===== src/design/csbm_pkg.sv =====
package csbm_pkg;
	localparam int ADDR_W = 7;
	localparam int DATA_W = 8;
	localparam int PC_W = 13;
	localparam int PCH_W = 5;
	localparam int PA_W = 5;
	localparam int GPR_BASE = 32;
	localparam int GPR_DEPTH = 96;
	localparam int GPR_AW = 7;

	localparam logic [6:0] OFS_INDIRECT = 7'h00;
	localparam logic [6:0] OFS_TIMER = 7'h01;
	localparam logic [6:0] OFS_PC_LOW = 7'h02;
	localparam logic [6:0] OFS_STATUS = 7'h03;
	localparam logic [6:0] OFS_POINTER = 7'h04;
	localparam logic [6:0] OFS_PORT_A = 7'h05;
	localparam logic [6:0] OFS_PORT_B = 7'h06;
	localparam logic [6:0] OFS_PC_LATCH = 7'h0a;
	localparam logic [6:0] OFS_INT_CTRL = 7'h0b;
	localparam logic [6:0] OFS_PER_FLAGS = 7'h0c;
	localparam logic [6:0] OFS_CONV_RES = 7'h1e;
	localparam logic [6:0] OFS_CONV_CTRL = 7'h1f;
	localparam logic [6:0] OFS_GPR_LOW = 7'h20;

	localparam int STAT_RP0 = 5;
	localparam int STAT_TO = 4;
	localparam int STAT_PD = 3;
	localparam int FLAG_CONV = 6;
	localparam int CONV_GO = 2;
	localparam int CONV_GAP = 1;

	localparam logic [7:0] STATUS_POWER_RST = 8'h18;
	localparam logic [7:0] STATUS_UPPER_MASK = 8'he0;
	localparam logic [7:0] CONV_CTRL_MASK = 8'hfd;
	localparam logic [7:0] PER_FLAGS_MASK = 8'h40;
	localparam logic [7:0] ZERO_BYTE = 8'h00;
	localparam logic [7:0] INT_CTRL_KEEP = 8'h01;
endpackage


===== src/design/csbm_ram_if.sv =====
`timescale 1ns/1ns
interface csbm_ram_if;
	import csbm_pkg::*;
	logic [GPR_AW-1:0] addr;
	logic              wr_en;
	logic [DATA_W-1:0] wdata;
	logic [DATA_W-1:0] rdata;
	modport ctrl (output addr, output wr_en, output wdata, input rdata);
	modport mem (input addr, input wr_en, input wdata, output rdata);
endinterface


===== src/design/csbm_bank0.sv =====
`timescale 1ns/1ns
module csbm_bank0
	import csbm_pkg::*;
(
	// clock and reset
	input  wire logic                            CLOCK,
	input  wire logic                            SYS_RST,
	input  wire logic                            POWER_RST_KIND,
	input  wire logic                            TIMEOUT_FLAG,
	input  wire logic                            POWERDOWN_FLAG,
	// core operand path
	input  wire logic [csbm_pkg::ADDR_W-1:0]     ADDR,
	input  wire logic                            RD_EN,
	input  wire logic                            WR_EN,
	input  wire logic [csbm_pkg::DATA_W-1:0]     WR_DATA,
	output logic      [csbm_pkg::DATA_W-1:0]     RD_DATA,
	// program counter
	input  wire logic                            PC_STEP,
	output logic      [csbm_pkg::PC_W-1:0]       PC,
	// ports
	input  wire logic [csbm_pkg::PA_W-1:0]       PORT_A_PINS,
	output logic      [csbm_pkg::PA_W-1:0]       PORT_A_LATCH,
	input  wire logic [csbm_pkg::DATA_W-1:0]     PORT_B_PINS,
	output logic      [csbm_pkg::DATA_W-1:0]     PORT_B_LATCH,
	// converter and control outputs
	input  wire logic                            CONV_DONE,
	input  wire logic [csbm_pkg::DATA_W-1:0]     CONV_VALUE,
	output logic      [csbm_pkg::DATA_W-1:0]     CONV_CTRL,
	output logic      [csbm_pkg::DATA_W-1:0]     INT_CTRL,
	output logic      [csbm_pkg::DATA_W-1:0]     TIMER_VALUE,
	output logic      [csbm_pkg::DATA_W-1:0]     STATUS
);
	logic [PC_W-1:0]   pc_q;
	logic [PCH_W-1:0]  program_counter_high_latch_q;
	logic [DATA_W-1:0] status_q;
	logic [DATA_W-1:0] fsr_q;
	logic [DATA_W-1:0] timer_q;
	logic [PA_W-1:0]   pa_q;
	logic [DATA_W-1:0] pb_q;
	logic [DATA_W-1:0] intc_q;
	logic [DATA_W-1:0] pir_q;
	logic [DATA_W-1:0] converter_result_q;
	logic [DATA_W-1:0] adcon_q;
	logic [DATA_W-1:0] rd_q;
	logic              ram_sel_q;
	logic [PA_W-1:0]   pa_s1_q;
	logic [PA_W-1:0]   pa_s2_q;
	logic [DATA_W-1:0] pb_s1_q;
	logic [DATA_W-1:0] pb_s2_q;

	csbm_ram_if ram ();

	csbm_gpr_ram #(.DEPTH(GPR_DEPTH)) u_ram
	(
		.CLOCK (CLOCK),
		.ram   (ram.mem)
	);

	wire               is_ind   = (ADDR == OFS_INDIRECT);
	wire [ADDR_W-1:0]  eff_addr = is_ind ? fsr_q[ADDR_W-1:0] : ADDR;
	wire               eff_bank = is_ind ? fsr_q[DATA_W-1] : status_q[STAT_RP0];
	wire               shared   = (eff_addr == OFS_INDIRECT) || (eff_addr == OFS_PC_LOW) ||
	                              (eff_addr == OFS_STATUS) || (eff_addr == OFS_POINTER) ||
	                              (eff_addr == OFS_PC_LATCH) || (eff_addr == OFS_INT_CTRL);
	wire               visible  = !eff_bank || shared;
	wire               hit_gpr  = !eff_bank && (eff_addr >= OFS_GPR_LOW);
	wire               wr       = WR_EN && visible && !(eff_addr == OFS_INDIRECT);
	wire               wr_tmr   = wr && (eff_addr == OFS_TIMER);
	wire               wr_pcl   = wr && (eff_addr == OFS_PC_LOW);
	wire               wr_stat  = wr && (eff_addr == OFS_STATUS);
	wire               wr_fsr   = wr && (eff_addr == OFS_POINTER);
	wire               wr_pa    = wr && (eff_addr == OFS_PORT_A);
	wire               wr_pb    = wr && (eff_addr == OFS_PORT_B);
	wire               wr_plat  = wr && (eff_addr == OFS_PC_LATCH);
	wire               wr_intc  = wr && (eff_addr == OFS_INT_CTRL);
	wire               wr_pir   = wr && (eff_addr == OFS_PER_FLAGS);
	wire               wr_adc   = wr && (eff_addr == OFS_CONV_CTRL);

	assign ram.addr  = 7'(eff_addr - OFS_GPR_LOW);
	assign ram.wr_en = wr && hit_gpr;
	assign ram.wdata = WR_DATA;

	logic [DATA_W-1:0] sfr_rd;
	always_comb
	begin
		sfr_rd = ZERO_BYTE;
		if (visible)
		begin
			unique case (eff_addr)
				OFS_TIMER:     sfr_rd = timer_q;
				OFS_PC_LOW:    sfr_rd = pc_q[DATA_W-1:0];
				OFS_STATUS:    sfr_rd = status_q;
				OFS_POINTER:   sfr_rd = fsr_q;
				OFS_PORT_A:    sfr_rd = {3'h0, pa_s2_q};
				OFS_PORT_B:    sfr_rd = pb_s2_q;
				OFS_PC_LATCH:  sfr_rd = {3'h0, program_counter_high_latch_q};
				OFS_INT_CTRL:  sfr_rd = intc_q;
				OFS_PER_FLAGS: sfr_rd = pir_q & PER_FLAGS_MASK;
				OFS_CONV_RES:  sfr_rd = converter_result_q;
				OFS_CONV_CTRL: sfr_rd = adcon_q & CONV_CTRL_MASK;
				default:       sfr_rd = ZERO_BYTE;
			endcase
		end
	end

	assign RD_DATA      = ram_sel_q ? ram.rdata : rd_q;
	assign PC           = pc_q;
	assign PORT_A_LATCH = pa_q;
	assign PORT_B_LATCH = pb_q;
	assign CONV_CTRL    = adcon_q;
	assign INT_CTRL     = intc_q;
	assign TIMER_VALUE  = timer_q;
	assign STATUS       = status_q;

	// pin synchronisers
	always_ff @(posedge CLOCK)
	begin
		pa_s1_q <= PORT_A_PINS;
		pa_s2_q <= pa_s1_q;
		pb_s1_q <= PORT_B_PINS;
		pb_s2_q <= pb_s1_q;
	end

	// read return
	always_ff @(posedge CLOCK)
	begin
		if (SYS_RST)
		begin
			rd_q      <= ZERO_BYTE;
			ram_sel_q <= 1'b0;
		end
		else if (RD_EN)
		begin
			rd_q      <= sfr_rd;
			ram_sel_q <= hit_gpr;
		end
	end

	// program counter
	always_ff @(posedge CLOCK)
	begin
		if (SYS_RST)
		begin
			pc_q     <= 13'h0000;
			program_counter_high_latch_q <= 5'h00;
		end
		else
		begin
			if (wr_pcl)
				pc_q <= {program_counter_high_latch_q, WR_DATA};
			else if (PC_STEP)
				pc_q <= 13'(pc_q + 13'h0001);
			if (wr_plat)
				program_counter_high_latch_q <= WR_DATA[PCH_W-1:0];
		end
	end

	// core registers with two reset value sets
	always_ff @(posedge CLOCK)
	begin
		if (SYS_RST && POWER_RST_KIND)
		begin
			status_q <= STATUS_POWER_RST;
			fsr_q    <= ZERO_BYTE;
			timer_q  <= ZERO_BYTE;
			pa_q     <= 5'h00;
			pb_q     <= ZERO_BYTE;
			intc_q   <= ZERO_BYTE;
			converter_result_q  <= ZERO_BYTE;
		end
		else if (SYS_RST)
		begin
			status_q <= {3'h0, TIMEOUT_FLAG, POWERDOWN_FLAG, status_q[2:0]};
			pa_q     <= {pa_q[PA_W-1], 4'h0};
			intc_q   <= intc_q & INT_CTRL_KEEP;
		end
		else
		begin
			if (wr_stat)
				status_q <= (WR_DATA & STATUS_UPPER_MASK) | (status_q & ~STATUS_UPPER_MASK);
			if (wr_fsr)
				fsr_q <= WR_DATA;
			if (wr_tmr)
				timer_q <= WR_DATA;
			if (wr_pa)
				pa_q <= WR_DATA[PA_W-1:0];
			if (wr_pb)
				pb_q <= WR_DATA;
			if (wr_intc)
				intc_q <= WR_DATA;
			if (CONV_DONE)
				converter_result_q <= CONV_VALUE;
		end
	end

	// converter control and flag, done wins over a clearing write
	always_ff @(posedge CLOCK)
	begin
		if (SYS_RST)
		begin
			pir_q   <= ZERO_BYTE;
			adcon_q <= ZERO_BYTE;
		end
		else
		begin
			if (CONV_DONE)
				pir_q[FLAG_CONV] <= 1'b1;
			else if (wr_pir)
				pir_q[FLAG_CONV] <= WR_DATA[FLAG_CONV];
			if (wr_adc)
				adcon_q <= WR_DATA & CONV_CTRL_MASK;
			if (CONV_DONE)
				adcon_q[CONV_GO] <= 1'b0;
		end
	end
endmodule


===== src/design/csbm_gpr_ram.sv =====
`timescale 1ns/1ns
module csbm_gpr_ram
	import csbm_pkg::*;
#(
	parameter int DEPTH = GPR_DEPTH
)
(
	input wire logic CLOCK,
	csbm_ram_if.mem  ram
);
	logic [DATA_W-1:0] cell_q [DEPTH];
	logic [DATA_W-1:0] rdata_q;

	assign ram.rdata = rdata_q;

	// static storage cells, no refresh
	always_ff @(posedge CLOCK)
	begin
		if (ram.wr_en)
			cell_q[ram.addr] <= ram.wdata;
		rdata_q <= cell_q[ram.addr];
	end
endmodule


===== config.mk =====
export PLATFORM = sky130hd
export DESIGN_NAME = csbm_bank0
export DESIGN_NICKNAME = d
export VERILOG_FILES = /design/src/design/csbm_pkg.sv /design/src/design/csbm_ram_if.sv /design/src/design/csbm_bank0.sv /design/src/design/csbm_gpr_ram.sv
export SDC_FILE = /design/constraint.sdc
export NUM_CORES = 1
export LEC_CHECK = 0
export BUFFER_PORTS_ARGS = -buffer_cell sky130_fd_sc_hd__buf_2
export CAP_MARGIN = 20
export CORE_MARGIN = 2
export CORE_UTILIZATION = 45
export CTS_CLUSTER_DIAMETER = 80
export DETAILED_ROUTE_END_ITERATION = 8
export PLACE_DENSITY = 0.58
export SYNTH_ARGS = -nofsm -noshare
export SYNTH_HDL_FRONTEND = slang
export SYNTH_HIERARCHICAL = 1
export SYNTH_SLANG_ARGS = --single-unit

===== constraint.sdc =====
create_clock -name CLOCK -period 7.8 [get_ports CLOCK]
set_clock_uncertainty 0.05 [all_clocks]
set_input_delay 0.39 -clock CLOCK [delete_from_list [all_inputs] [get_ports CLOCK]]
set_output_delay 0.39 -clock CLOCK [all_outputs]
set_load 0.05 [all_outputs]

[Word-level counts from Yosys, hierarchy flattened]
Memories as Yosys holds them, arrays and structs flattened. A register that Yosys moved wholly into a read port is not among the register bits.
Cells that the tools add are included.
Cells by class
  add/sub/neg operators: 2
  $mul: 0
  div/mod/pow operators: 0
  magnitude comparators: 1
  eq/ne operators: 11
  shift-type cells: 0
  mux-type cells: 13
  bitwise gates (word level): 2
  reductions and logical operators: 37
Operator list (number)
  case mux 8 bit (11 select lines): 1
  two-way mux 13 bit: 2
  equality test 7 x 3 -> 1 bit (second input constant): 3
  equality test 7 x 4 -> 1 bit (second input constant): 3
  two-way mux 8 bit: 2
  logical AND 1 bit: 15
  equality test 7 x 2 -> 1 bit (second input constant): 2
  equality test 7 x 5 -> 1 bit (second input constant): 2
  logical NOT 7 bit: 2
  AND reduction 2 bit: 7
  adder 13 x 1 -> 13 bit (second input constant): 1
  two-way mux 5 bit: 2
  bitwise OR 8 x 5 -> 8 bit: 1
  equality test 7 x 1 -> 1 bit (second input constant): 1
  >= comparator 7 x 6 -> 1 bit (second input constant): 1
  two-way mux 7 bit: 1
  subtractor 7 x 6 -> 7 bit (second input constant): 1
  logical OR 1 bit: 6
  nonzero test 2 bit: 3
  two-way mux 1 bit: 5
  OR reduction 2 bit: 2
  logical NOT 1 bit: 2
  NOT 1 bit: 1
Word-level totals
  bits in registers: 114
  bits in latches: 0
  memory bits (writable): 768
  ROM bits: 0
  input bits: 45
  output and inout port bits: 66
  logic and storage cells: 89
  memories: 1
Memory list
  u_ram.cell_q: words 96, width 8, rd ports 1, clocked after Yosys merged registers in 1, wr ports 1, line csbm_gpr_ram.sv:11  | logic [DATA_W-1:0] cell_q [DEPTH];

[Logic depth before layout (Yosys ltp)]
Gate-level depths: netlist of run 1.
  depth after elaboration: 14
  mapped depth: 16

[By module]
The synthesis of run 1 kept the hierarchy.
By module, submodules not included
  csbm_gpr_ram: times used 1, cells an instance 1506, area each 30145.2 um^2, sequential area each 23222.3 um^2
  csbm_bank0: times used 1, cells an instance 531, area each 5033.6 um^2, sequential area each 2222.1 um^2

[Worst setup path before layout of run 1]
OpenSTA, ideal clock, no wires.
  path kind: input to register
  start: in ADDR[4] (netlist name)
  end: mem u_ram.cell_q[14][0], enable pin
  setup time: 0.370 ns
  arrival: 3.491 ns
  required time: 7.380 ns
  path slack: 3.889 ns
  stages on the path: 10
  path through: buf_6 or3_1 buf_2 o41ai_2 buf_2 buf_2 buf_2 clkbuf_1 nand3_1 nor2_1
Between the ends
  longest elaborated chain between the ends: 14
  elaborated cells between the ends (all ways): 25
  those cells by class: add/sub: 1; order compare: 1; eq/ne: 5; mux: 4; reduce/logical: 14
RTL lines
  from (decl): line csbm_bank0.sv:12  | input wire logic [csbm_pkg::ADDR_W-1:0] ADDR,
  logical NOT 7 bit (*): line csbm_bank0.sv:59  | wire is_ind = (ADDR == OFS_INDIRECT);
  two-way mux 7 bit (*): line csbm_bank0.sv:60  | wire [ADDR_W-1:0] eff_addr = is_ind ? fsr_q[ADDR_W-1:0] : ADDR;
  net eff_addr[2]: line csbm_bank0.sv:60
  equality test 7 x 2 -> 1 bit or logical NOT 7 bit (tied branches): line csbm_bank0.sv:62, csbm_bank0.sv:67
  logical OR 1 bit (2 in series): line csbm_bank0.sv:62  | wire shared = (eff_addr == OFS_INDIRECT) || (eff_addr == OFS_PC_LOW) ||
  logical OR 1 bit (2 in series): line csbm_bank0.sv:63  | (eff_addr == OFS_STATUS) || (eff_addr == OFS_POINTER) ||
  logical OR 1 bit: line csbm_bank0.sv:64  | (eff_addr == OFS_PC_LATCH) || (eff_addr == OFS_INT_CTRL);
  logical OR 1 bit: line csbm_bank0.sv:65  | wire visible = !eff_bank || shared;
  logical AND 1 bit (2 in series): line csbm_bank0.sv:67  | wire wr = WR_EN && visible && !(eff_addr == OFS_INDIRECT);
  logical AND 1 bit: line csbm_bank0.sv:80  | assign ram.wr_en = wr && hit_gpr;
  two-way mux 1 bit: line csbm_gpr_ram.sv:19  | if (ram.wr_en)
  two-way mux 1 bit (not written as such): line csbm_gpr_ram.sv:20  | cell_q[ram.addr] <= ram.wdata;
  to (decl): line csbm_gpr_ram.sv:11
The timed path passes the listed nets; every way through them passes the cells marked *.

[Final worst setup path of run 1]
  start: in ADDR[5] (netlist name)
  end: reg u_ram.rdata_q[7], in the netlist u_ram/ram.rdata[7] (read register of u_ram.cell_q)
Between the ends
  longest elaborated chain between the ends: 3
RTL lines
  logical NOT 7 bit: line csbm_bank0.sv:59
  two-way mux 7 bit: line csbm_bank0.sv:60
  net eff_addr[0]: line csbm_bank0.sv:60
  subtractor 7 x 6 -> 7 bit: line csbm_bank0.sv:79  | assign ram.addr = 7'(eff_addr - OFS_GPR_LOW);
  to (decl): line csbm_gpr_ram.sv:12  | logic [DATA_W-1:0] rdata_q;
The timed path passes the listed nets, and every way through them passes these cells.
A chain may end at the register's enable or synchronous reset.

==> results of run 1 <==
## metal layers
| layer | track usage [%] | vias to the layer above |
|---|---|---|
| met4 | 7.037 | 2 |
| met1 | 35.29 | 10600 |
| met3 | 4.268 | 169 |
| met5 | 0 | - |
| li1 | - | 8490 |
| met2 | 37.70 | 1036 |
## worst max-delay path: stages
cell and delay [ps]:
buf_2 180, nor3_1 880, nand3_1 270, nand2_4 660, buf_4 740, mux4_2 630
mux4_2 510, o21ai_1 410, o2111ai_1 390
## synthesized netlist by cell type, drive strengths merged, types with 8 or more instances
cell type	n	area, um2
a211oi	19	172.7
a21oi	28	140.1
a221oi	59	516.8
a22o	16	140.1
a22oi	48	360.4
a31oi	9	56.30
and2	8	50.05
and3	13	81.33
buf	75	473.0
clkbuf	58	217.7
dfxtp	119	2382
edfxtp	768	23060
inv	19	71.31
mux2	34	382.9
mux2i	96	960.9
mux4	147	3311
nand2	83	314.1
nand3	24	120.1
nor2	203	764.5
nor2b	15	93.84
nor3	19	100.1
o211ai	11	82.58
o21ai	22	110.1
o221ai	12	105.1
o22ai	12	75.07
## layout by cell type, fill, tap and decap left out, types with 19 or more instances in the layout
master	instances
o21ai_0	19
a22oi_1	48
nand2_1	81
mux2_2	34
a21oi_1	28
clkbuf_1	29
nand3_1	24
edfxtp_1	768
nor2_1	202
dfxtp_1	119
a221oi_1	59
clkbuf_16	92
mux4_2	147
buf_2	99
dlygate4sd3_1	27
buf_4	50
mux2i_1	96
## cells by family (layout without fill, tap and decap cells)
| family | count (synthesis) | count (layout) | synth area share, % |
|---|---|---|---|
| muxes | 277 | 277 | 13.23 |
| xor gates and xnor gates | 12 | 12 | 0.2988 |
| AOI/OAI and AO/OA | 303 | 303 | 6.754 |
| buffers and inverters | 153 | 362 | 2.177 |
| other | 1 | 4 | 0.01066 |
| adders and majority gates | 2 | 2 | 0.07112 |
| and+or+nand+nor | 402 | 402 | 5.129 |
| DFF | 887 | 887 | 72.33 |
## layout make-up
cell class	count	area [um2]	area share [%]
sequential	887	25440	63.78
multi-input combinational	1000	9014	22.59
clock buffer	123	2439	6.112
tap	1040	1301	3.262
timing repair buffer	179	1216	3.048
clock inverter	40	407.9	1.022
inverter	20	75.07	0.1882
## worst paths after layout
path              slack [ps]  startpoint                   to
setup reg to reg        3210    fsr_q[0]  u_ram/cell_q[18][3]
hold / removal            90     PC_STEP                PC[0]
hold reg to reg          280  pa_s1_q[0]           pa_s2_q[0]
setup / recovery        3020     ADDR[5]   u_ram/ram.rdata[7]
## power by group through the flow
stage | sequential [mW] | combinational (mW) | clock (mW)
2_1_floorplan | 5.30 | 0.312 | 0
3_3_place_gp | 5.31 | 0.565 | 0
3_5_place_dp | 5.31 | 0.570 | 0
4_1_cts | 5.21 | 0.581 | 4.27
5_1_grt | 5.21 | 0.615 | 4.46
6_report | 5.21 | 0.585 | 4.21
## metrics by stage
stage / std cells / area [um2] / total power, mW / setup WS, ps
floorplan: 2040 / 35190 / 5.613 / 3889
global placement: 3095 / 36710 / 5.874 / 2283
global route: 3289 / 39900 / 10.28 / 2763
detailed placement: 3098 / 36750 / 5.879 / 2468
CTS: 3288 / 39870 / 10.06 / 3134
finish: 3289 / 39900 / 10.01 / 3017
## timing repair
action / 4_1_cts / 5_1_grt
hold buffers: 27 / 0
hold endpoints to repair: 26 / 0
setup buffers: 0 / 0
gates resized for setup: 0 / 0
==> out/qor.yml, run 1 <==
power_switching_mw: 2.214
start_util_pct: 45.41
power_density_mw_per_mm2: 250.8
io_pins: 111
routed_wl_um: 98300
arrival_ps: 5150
syn_area_per_cell_um2: 17.27
final_hold_viol_count: 0
synthToLayoutAreaGrowth_pct: 13.41
die_y_um: 283.6
final_nets: 2225
drv_cap: 0
dp_hpwl_um: 60680
die_area_mm2: 0.08043
grt_pass1_vias: 20160
worstSetupStartpointType: "primary input"
min_period_ps: 4783
die_x_um: 283.6
path_max_fanout: 42
synth_seq_cells: 887
synth_flop_cell: "edfxtp_1"
r2r_cells: 6
synth_async_sr_flop_share_pct: 0
antenna_found_initial: 2
clock_sinks: 887
cts_root_buf: "clkbuf_16"
yosysSeqAreaShare_pct: 72.33
cts_inserted_buffers: 90
drive_gt1_share_pct: 21.12
path_clk_slew_ps: 60
vias_per_cell: 6.171
pwr-share-clk_pct: 42.1
wl_per_cell_um: 29.89
finalSetupTns_ps: 0
cp-end-kind: "flop"
wl_met3_um: 8010
drcViolationCount: 0
finalSetupViolCount: 0
portBuffers: 106
largest-register: "u_ram/cell_q"
worst_pin_slew_ps: 1196
coreArea_mm2: 0.07747
status: "complete, no violations"
grt_pass1_wl_um: 143000
yosysWarnings: 6
hold_ws_ps: 93.11
period_share_pct: 61.32
combPwrFrac_pct: 5.8
hold_path_depth: 3
post-route-util_pct: 51.50
syn_area_mm2: 0.03518
largest_reg_flops: 768
slew_headroom_pct: 20.00
final_antenna_net_count: 0
synth_edf_count: 768
via_count: 20300
holdCritPathClass: "primary input to flop"
max_freq_mhz: 209.1
required_ps: 8160
worstSetupPathType: "primary input to flop"
rows: 102
yosysUniqueCellTypes: 80
clk_latency_ps: 650
ctsHtreeMaxLevel: 3
n_antenna_cell: 0
p_seq_share_pct: 52.1
globalRoute.totalOverflow: 0
met1_length_um: 41440
routed-wl-met2_um: 46220
tritoncts: "built"
synthCells: 2037
maxSlewViolCount: 0
nFillCells: 6313
gp_congestion: 0.8893
p_sw_share_pct: 22.12
top_layer: "met5"
drt-initial-drc-count: 2499
clockBufferDepth: 3
rsz0062_at_grt: "no"
ir_drop_uv: 169.8
grt_max_degree: 125
power_leakage_nw: 12.86
dr.pass1.iters: 7
track_usage_pct: 24.26
internal_power_mw: 7.792
Note: power is estimated with default switching activity, not from simulation.
==> inputs of run 2 (changes only) <==
ABC_AREA = 1   (was unset)
clock period = 4.7 ns   (was 7.8 ns; I/O delays follow)
==> out/qor.yml, run 2 <==
status: "complete, no violations"
worst_pin_slew_ps: 1079
rows: 107
max_freq_mhz: 252.2
yosysWarnings: 6
die_y_um: 296.3
largest_reg_flops: 768
track_usage_pct: 23.75
worstSetupStartpointType: "flop"
rrSetupSlack_ps: 730
grt_pass1_wl_um: 156600
final_antenna_net_count: 0
clockBufferDepth: 3
power_leakage_nw: 18.04
synth_flop_cell: "edfxtp_1"
synth.most_common_cell: "nand2_1"
die_x_um: 296.3
gp_congestion: 0.9455
synth_area_leaders: "edfxtp_1 (60%), nand2_1 (13%), dfxtp_1 (6.2%)"
post-route-util_pct: 51.59
power_switching_mw: 3.986
cp-end-kind: "flop"
ir_drop_uv: 312.2
cts_root_buf: "clkbuf_16"
worstSetupPathType: "flop to flop"
ctsHtreeMaxLevel: 3
holdCritPathClass: "primary input to flop"
most-common-layout-cells: "nand2_1 (1298), edfxtp_1 (768), nor2_1 (525), inv_1 (358), nand3_1 (252)"
coreArea_mm2: 0.08488
r2r_cells: 11
syn_area_mm2: 0.03845
hold_path_depth: 1
dr.pass1.iters: 5
synth_top_area_share_pct: 59.98
finalSetupTns_ps: 0
synth_compound_area_share_pct: 2.776
drv_cap: 0
synth-xor-area-share_pct: 0.06834
min_period_ps: 3965
finalSetupViolCount: 0
synth.area.mux_share_pct: 0.2343
nFillCells: 7761
r2r-start: "fsr_q[6]"
synth_async_sr_flop_share_pct: 0
start_util_pct: 45.30
synth_seq_cells: 887
p_sw_share_pct: 23.20
synthToLayoutAreaGrowth_pct: 13.88
slew_headroom_pct: 27.81
drive_gt1_share_pct: 11.36
largest-register: "u_ram/cell_q"
die_area_mm2: 0.08780
final_nets: 4133
globalRoute.totalOverflow: 0
path_clk_slew_ps: 60
rsz0062_at_grt: "no"
post_cts_resized: 0
maxSlewViolCount: 0
drcViolationCount: 0
vias_per_cell: 5.064
n_antenna_cell: 0
routed_wl_um: 104200
yosysUniqueCellTypes: 43
clock_sinks: 887
internal_power_mw: 13.19
synth_edf_count: 768
required_ps: 4930
via_count: 26890
hp-start: "WR_DATA[1]"
yosysSeqAreaShare_pct: 66.18
synth_fa_ha_area_share_pct: 0.06508
synth_top_area_cell: "edfxtp_1"
wl_per_cell_um: 19.62
grt_max_degree: 203
grt_pass1_vias: 25360
cts_inserted_buffers: 94
p_seq_share_pct: 50.3
synthCells: 3915
synth_top_family_by_area: "simple AND/OR/NAND/NOR gates"
r2r_end: "u_ram/cell_q[72][6]"
io_pins: 111
path_max_fanout: 12
tritoncts: "built"
yosys.area_share.simple_pct: 24.37
final_hold_viol_count: 0
clk_latency_ps: 660
drt-initial-drc-count: 2211
dp_hpwl_um: 62630
final_common_cell: "nand2_1"
min_to: "u_ram/cell_q[59][1]"
synth_common_cells: "nand2_1 (1298), edfxtp_1 (768), nor2_1 (525), inv_1 (358), nand3_1 (252)"
period_share_pct: 84.37
portBuffers: 106
syn_area_per_cell_um2: 9.821
pwr-share-clk_pct: 43.5
antenna_found_initial: 1
power_density_mw_per_mm2: 392.3
arrival_ps: 4190
combPwrFrac_pct: 6.2
[run 2: cell types whose count changed after synthesis, sizes merged, moves of 48 or more]
cell / change
a221oi: -59
a22oi: -48
buf: +51
inv: +346
mux2i: -96
mux4: -147
nand2: +1229
nand3: +229
nor2: +333
o21ai: +81
or2: +122
[run 2: power by group through the flow]
| stage | registers, mW | clock network [mW] | logic, mW |
|---|---|---|---|
| after CTS | 8.64 | 7.58 | 1.07 |
| final | 8.64 | 7.47 | 1.06 |
| after floorplan | 8.80 | 0 | 0.602 |
| after global placement | 8.81 | 0 | 1.04 |
| after detailed placement | 8.81 | 0 | 1.05 |
| after global routing | 8.64 | 7.92 | 1.17 |
[run 2: worst max-delay path: stages (launching register included)]
cell,delay (ps)
dfxtp_1,340
a21oi_1,360
nand2_1,150
nor2_4,300
nand2_2,160
inv_2,140
nor2_2,80
a21boi_4,150
nand2_1,90
inv_1,450
nand2_1,580
nor2_1,710
[run 2: area by class of cell]
type                            instances  area, um2  area share (%)
Tap cell                             1144       1431           3.269
Clock inverter                         61      616.8           1.409
Clock buffer                          114       2510           5.732
Timing Repair Buffer                  253       1759           4.018
Multi-Input combinational cell       2478      10620           24.26
Inverter                              372       1401           3.200
Sequential cell                       887      25440           58.11
[run 2: how the worst max path moves through the flow]
| stage | start | end | slack [ps] | cells past startpoint |
|---|---|---|---|---|
| after global placement | ADDR[4] | u_ram/cell_q[80][5] | 410 | 16 |
| final | fsr_q[6] | u_ram/cell_q[72][6] | 730 | 11 |
| after global routing | fsr_q[6] | u_ram/cell_q[72][3] | 600 | 11 |
| after CTS | fsr_q[5] | u_ram/cell_q[80][3] | 810 | 12 |
| after floorplan | ADDR[4] | u_ram/cell_q[40][0] | 1510 | 18 |
| after detailed placement | ADDR[4] | u_ram/cell_q[72][0] | 410 | 16 |
[run 2: cells by family (layout without fill, tap and decap cells)]
kind of cell,count (synthesis),after routing
other,1,4
multiplexers,8,8
buffers and inverters,553,800
AND/OR/NAND/NOR,2268,2268
flip-flops,887,887
XOR/XNOR,3,3
adder cells (fa/ha/maj),2,2
AO/OA/AOI/OAI,193,193
[run 2: stage by stage]
| stage | worst slack, ps | std cells | hold slack (ps) | area [um2] | power, mW |
|---|---|---|---|---|---|
| after global placement | 413.9 | 5107 | 261.2 | 40390 | 9.853 |
| after detailed placement | 406.7 | 5107 | 263.2 | 40390 | 9.857 |
| after floorplan | 1514 | 3918 | 212.7 | 38460 | 9.401 |
| after global routing | 600.7 | 5309 | 23.81 | 43790 | 17.72 |
| after CTS | 807.0 | 5309 | 16.08 | 43790 | 17.29 |
| final | 734.8 | 5309 | 25.67 | 43790 | 17.18 |
[run 2: what timing repair did]
item / CTS / global route
hold buffers: 27 / 0
buffers inserted: 0 / 0
setup endpoints to repair: 0 / 0
endpoints found under the hold margin: 42 / 0
[run 2: metal layers]
| layer | vias up | routed length, um | share of wire, % | track usage [%] |
|---|---|---|---|---|
| li1 | 13010 | - | - | - |
| met1 | 12860 | 46680 | 45 | 33.57 |
| met2 | 852 | 48960 | 47 | 38.65 |
| met3 | 161 | 6024 | 5.8 | 2.906 |
| met4 | 2 | 2497 | 2.4 | 6.923 |
| met5 | - | 13 | 0.012 | 0 |
